File: config.mk
export PLATFORM = sky130hd
export DESIGN_NAME = rac_region_match
export DESIGN_NICKNAME = d
export VERILOG_FILES = /design/src/design/rac_region_match.v
export VERILOG_INCLUDE_DIRS = /design/src /design/src/pkg
export SDC_FILE = /design/constraint.sdc
export NUM_CORES = 1
export LEC_CHECK = 0
export BUFFER_PORTS_ARGS = -buffer_cell sky130_fd_sc_hd__clkbuf_2
export CORE_ASPECT_RATIO = 0.6
export CORE_MARGIN = 8
export CORE_UTILIZATION = 40
export DETAILED_ROUTE_END_ITERATION = 7
export PLACE_DENSITY = 0.66
export SYNTH_ARGS = -nofsm -noshare
export SYNTH_HDL_FRONTEND = slang
export SYNTH_SLANG_ARGS = --single-unit
File: constraint.sdc
create_clock -name vclk -period 7.3
set_input_delay 0.365 -clock vclk [all_inputs]
set_output_delay 0.365 -clock vclk [all_outputs]
set_load 0.05 [all_outputs]
File: src/pkg/rac_defs.vh
// constants for the region access checker
// assumes inclusion by the checker and its region matcher
`ifndef RAC_DEFS_VH
`define RAC_DEFS_VH
// ==========================================================
// system register indices
`define RAC_IDX_ADDR0      5'h00
`define RAC_IDX_SEL0       5'h08
`define RAC_IDX_PERM_A     5'h10
`define RAC_IDX_PERM_B     5'h11
`define RAC_IDX_CTRL       5'h12
// ==========================================================
// field positions
`define RAC_BASE_MSB       31
`define RAC_BASE_LSB       12
`define RAC_SIZE_MSB       5
`define RAC_SIZE_LSB       1
`define RAC_VALID_BIT      0
`define RAC_EN_BIT         0
// ==========================================================
// sizes and reset values
`define RAC_REGIONS        8
`define RAC_SIZE_MIN       5'h0b
`define RAC_RST_WORD       32'h0000_0000
// ==========================================================
// access kinds
`define RAC_KIND_READ      2'h0
`define RAC_KIND_WRITE     2'h1
`define RAC_KIND_EXEC      2'h2
`endif

File: src/design/rac_region_match.v
// one region: address hit and subregion permission source
// assumes region fields come straight from the checker registers
`timescale 1ns/1ps
`default_nettype none
`include "rac_defs.vh"
module rac_region_match (
   // region setup
   input  wire [19:0] base_in,
   input  wire [4:0]  size_in,
   input  wire        valid_in,
   input  wire [15:0] sel_in,
   // access
   input  wire [31:0] addr_in,
   // result
   output wire        hit_out,
   output wire        use_b_out
);
   // ==========================================================
   // match
   wire [4:0]  size_c;
   wire [31:0] mask;
   wire [4:0]  shift;
   wire [31:0] shifted;
   wire [3:0]  sub_idx;
   assign size_c  = (size_in < `RAC_SIZE_MIN) ? `RAC_SIZE_MIN : size_in;
   // bits at or above size+1 are compared
   assign mask    = (size_c == 5'h1f) ? 32'h0000_0000 :
                    ~((32'h0000_0002 << size_c) - 32'h0000_0001);
   assign hit_out = valid_in &&
                    (((addr_in ^ {base_in, 12'h000}) & mask) == 32'h0);
   // ==========================================================
   // subregion: k-th sixteenth from base
   assign shift     = size_c - 5'h03;
   assign shifted   = addr_in >> shift;
   assign sub_idx   = shifted[3:0];
   assign use_b_out = sel_in[sub_idx];
endmodule
`default_nettype wire

After elaboration in Yosys (flattened, before gate mapping)
Index checks and enable logic that the tools add are counted.
{ "totals": {"input_bits": 74, "ff_bits": 0, "word_cells": 16} }
{ "classes": {"eq_ne": 1, "shift": 2, "order_cmp": 2, "addsub": 2, "n_reduce_logical": 2, "bitwise_logic": 3, "muxes": 4} }
{ "ops": {"columns": ["cell", "count"], "rows": [
  ["$and A32 B32 Y32", 1],
  ["$logic_not A32 Y1", 1],
  ["$mux W32", 1],
  ["$not A32 Y32", 1],
  ["$shl A2 B5 Y32 const A", 1],
  ["$shr A32 B5 Y4", 1],
  ["$sub A32 B1 Y32 const B", 1],
  ["$xor A32 B32 Y32", 1],
  ["$eq A5 B5 Y1 const B", 1],
  ["$lt A4 B5 Y1 const B", 1],
  ["$lt A5 B4 Y1 const B", 1],
  ["$mux W5", 1],
  ["$sub A5 B2 Y5 const B", 1],
  ["$bmux W1 S4", 1],
  ["$logic_and A1 B1 Y1", 1],
  ["$mux W1", 1]
]} }

Logic depth before layout (Yosys ltp)
{ "depth": {"word_depth": 9, "mapped_depth": 19, "ltp_nobuf": 14} }

Least setup slack after synthesis
OpenSTA, ideal clock, no wires.
{ "synth_path": {"path_type": "input to output", "startpoint": "input port size_in[3]", "endpoint": "output port hit_out", "required_time_ns": 6.935, "t_arrival_ns": 4.291, "stages": 18, "path_slack_ns": 2.644, "cell_sequence": "buf_6 a21oi_2 or2_1 buf_6 inv_4 buf_6 ha_1 clkbuf_1 nor3_1 a21oi_1 a21oi_1 nand3_1 xnor2_1 a221oi_1 o2111ai_1 nor4_1 o2111ai_1 o21ai_1"} }
{ "synth_via": {"elab_chain_len": 9, "elab_cells_between_ends": 10, "classes_between": "add/sub: 1; order compare: 1; eq/ne: 1; shift: 1; mux: 2; bitwise: 2; reduce/logical: 2"} }
{ "synth_lines": {"columns": ["element", "line", "text"], "rows": [
  ["start: declaration", "rac_region_match.v:9", "input wire [4:0] size_in,"],
  ["$lt A5 B4 Y1 (no line)", null, null],
  ["$mux W5 (*)", "rac_region_match.v:25", "assign size_c = (size_in < `RAC_SIZE_MIN) ? `RAC_SIZE_MIN : size_in;"],
  ["$shl A2 B5 Y32", "rac_region_match.v:28", "~((32'h0000_0002 << size_c) - 32'h0000_0001);"],
  ["$sub A32 B1 Y32", "rac_region_match.v:28", null],
  ["$not A32 Y32", "rac_region_match.v:28", null],
  ["$mux W32 (*)", "rac_region_match.v:27", "assign mask = (size_c == 5'h1f) ? 32'h0000_0000 :"],
  ["$and A32 B32 Y32 (*)", "rac_region_match.v:30", "(((addr_in ^ {base_in, 12'h000}) & mask) == 32'h0);"],
  ["$logic_not A32 Y1 (*)", "rac_region_match.v:30", null],
  ["$logic_and A1 B1 Y1 (*)", "rac_region_match.v:29", "assign hit_out = valid_in &&"],
  ["end: declaration", "rac_region_match.v:15", "output wire hit_out,"]
]} }
Every way passes the cells marked *; elsewhere a longest branch is shown, timed or not.

Worst setup path after layout
{ "layout_path": {"startpoint": "input port size_in[2]", "endpoint": "output port hit_out"} }
Same word-level chain as after synthesis.

==> flow_summary.ini <==
[die]
ios = 76
rows = 21
core_area_mm2 = 0.00549
start_util_pct = 41.0
die_area_mm2 = 0.00836
die_height_um = 74.1
die_x_um = 113

[worst_setup_path]
cp_data_arrival_time_ns = 5.77
cp_max_fo = 24
start_kind = input pin
critPathCaptureType = output port
cp.required_ns = 6.93
crit_type = in2out

[global_route]
grt_remaining_overflow = 0
grt.total_usage_pct = 18.7
grt_pass1_wl_mm = 13.0
antenna_found_initial = 0
grt_max_degree = 32
grt_pass1_vias = 2355

[synthesis]
synth_area_mm2 = 0.00225
syn-mean-instance-area_um2 = 7.53
ys_warn_count = 0
synth_top_area_share_pct = 18.2
synth_area_leaders = mux2i_1 (18%), mux4_2 (13%), a21oi_1 (6.2%)
synth.distinct_cells = 53
synth.yosys.seq_area_share_pct = 0
yosys.area.top_type = mux2i_1
synthCells = 299

[power]
irDropWorstVdd_v = 0.0000329
p_leak_nw = 1.16
p_per_area_mw_per_mm2 = 100
finalPower_w = 0.000260

[cells_and_area]
multiInputGateArea_mm2 = 0.00210
clkbuf_count = 0
nNetsFinal = 433
seq_cells = 0
drive_gt1_share_pct = 28.9
syn_to_final_growth_pct = 15.5
fill_cells = 586
ff_latch_area_um2 = 0
n_antenna_cell = 0

[detailed_routing]
post_drt_wl_per_cell_um = 19.6
drc_errors = 0
drtIter0Drc = 352
ant_nets = 0
vias = 2576
dr.pass1.iters = 5
via_per_inst = 6.15
wl_mm = 8.21

[min_path]
min_path_cells = 4
min_to = hit_out
hp-class = in2out
min_from = valid_in

[clocking]
post_cts_resized = 0
cts_setup_buffers = 0
ctsHoldBuffers = 0

[job]
drv_cap = 0

[sta]
hold_violations = 0
setup-violations-final = 0
slew_viol_final = 0
timing.final.crit_share_pct = 84.0
slew_headroom_pct = 28.3
max_freq_mhz = 163
finalCriticalPeriod_ns = 6.13
tns_ns = 0
worst-slew-pin-transition_ns = 1.08
rsz0062_at_grt = false

[place]
place_congestion = 0.975
dp_hpwl_mm = 6.80
io_buffers = 76

[status]
status = completed
-- critical path, stage by stage --
cell and delay, ns:
clkbuf_2 0.30, a21oi_2 0.38, or2_1 0.82, inv_4 0.28, ha_1 0.56, nor3_1 0.57
a21oi_1 0.08, a21oi_1 0.49, nand3_1 0.36, xnor2_1 0.22, a221oi_1 0.29, o2111ai_1 0.18
nor4_1 0.26, o2111ai_1 0.15, o21ai_1 0.15, clkbuf_2 0.30
-- how the worst max path moves through the flow --
stage | cells past startpoint | slack, ns | to | from
4_1_cts | 16 | 1.33 | hit_out | size_in[2]
5_1_grt | 16 | 0.70 | hit_out | size_in[2]
3_3_place_gp | 16 | 1.66 | hit_out | size_in[2]
3_5_place_dp | 16 | 1.35 | hit_out | size_in[2]
2_1_floorplan | 18 | 2.64 | hit_out | size_in[3]
6_report | 16 | 1.17 | hit_out | size_in[2]
-- cell type report --
cell class / instances / area share, %
inverter: 6 / 0.962
multi-input combinational: 267 / 80.8
tap: 69 / 3.32
timing repair buffer: 77 / 14.9
-- stage by stage --
stage,worst slack (ns),area [µm²],util [%],hold WS [ns],cells
after detailed placement,1.35,2600,47.3,1.27,419
after floorplan,2.64,2250,-,1.10,300
after global placement,1.66,2600,47.3,1.27,419
after CTS,1.33,2600,47.3,1.27,419
after global routing,0.703,2600,47.3,1.29,419
final,1.17,2600,47.3,1.28,419
-- cells in the final DEF (no fill, tap or decap), types with 2 or more instances in the layout --
master and count:
conb_1 2, nand4_1 2, and3_1 3, a21oi_1 28
mux2_1 3, nor2_1 19, nor2b_1 6, o2111ai_1 4
inv_1 5, ha_1 7, nor3_1 4, clkbuf_2 76
mux2i_1 41, o21ai_0 20, o211ai_1 6, xor2_1 16
nand2b_1 3, nand4b_1 2, a31oi_1 7, nand3_1 9
or2_1 2, o21ai_1 4, mux2_2 4, o211a_1 2
a211oi_1 2, mux4_2 13, and2_1 2, nand2_1 22
xnor2_1 13
-- logic make-up after synthesis --
logic type               Yosys count  synth area share (%)
other                              1                 0.167
buffers and inverters             33                  7.06
multiplexers                      62                  35.7
AND/OR/NAND/NOR                   79                  17.1
AO/OA/AOI/OAI                     88                  24.7
XOR/XNOR                          29                  11.3
adder cells (fa/ha/maj)            7                  3.89
-- routing by layer --
layer  vias to the layer above  global-route usage, %  routed length (µm)
met5                         -                      0                   0
met4                         0                  0.445                  21
met3                         2                   3.57                1020
met2                       155                   25.5                3100
met1                      1192                   29.8                4070
li1                       1227                      -                   -
-- synth_stat cells, drive strengths merged (3+ instances only) --
| master | instances |
|---|---|
| mux2i | 42 |
| a21oi | 29 |
| o21ai | 24 |
| nand2 | 22 |
| nor2 | 19 |
| clkbuf | 17 |
| xor2 | 16 |
| mux4 | 13 |
| xnor2 | 13 |
| buf | 10 |
| nand3 | 9 |
| a31oi | 7 |
| ha | 7 |
| mux2 | 7 |
| inv | 6 |
| nor2b | 6 |
| o211ai | 6 |
| nor3 | 4 |
| o2111ai | 4 |
| and3 | 3 |
| nand2b | 3 |
| or2 | 3 |
-- report_power, final --
part           leakage [nW]  switching (W)  internal, W
combinational          1.16       0.000147     0.000113
clock                     0              0            0
sequential                0              0            0
total                  1.16       0.000147     0.000113
(Power assumes the default switching activity.)
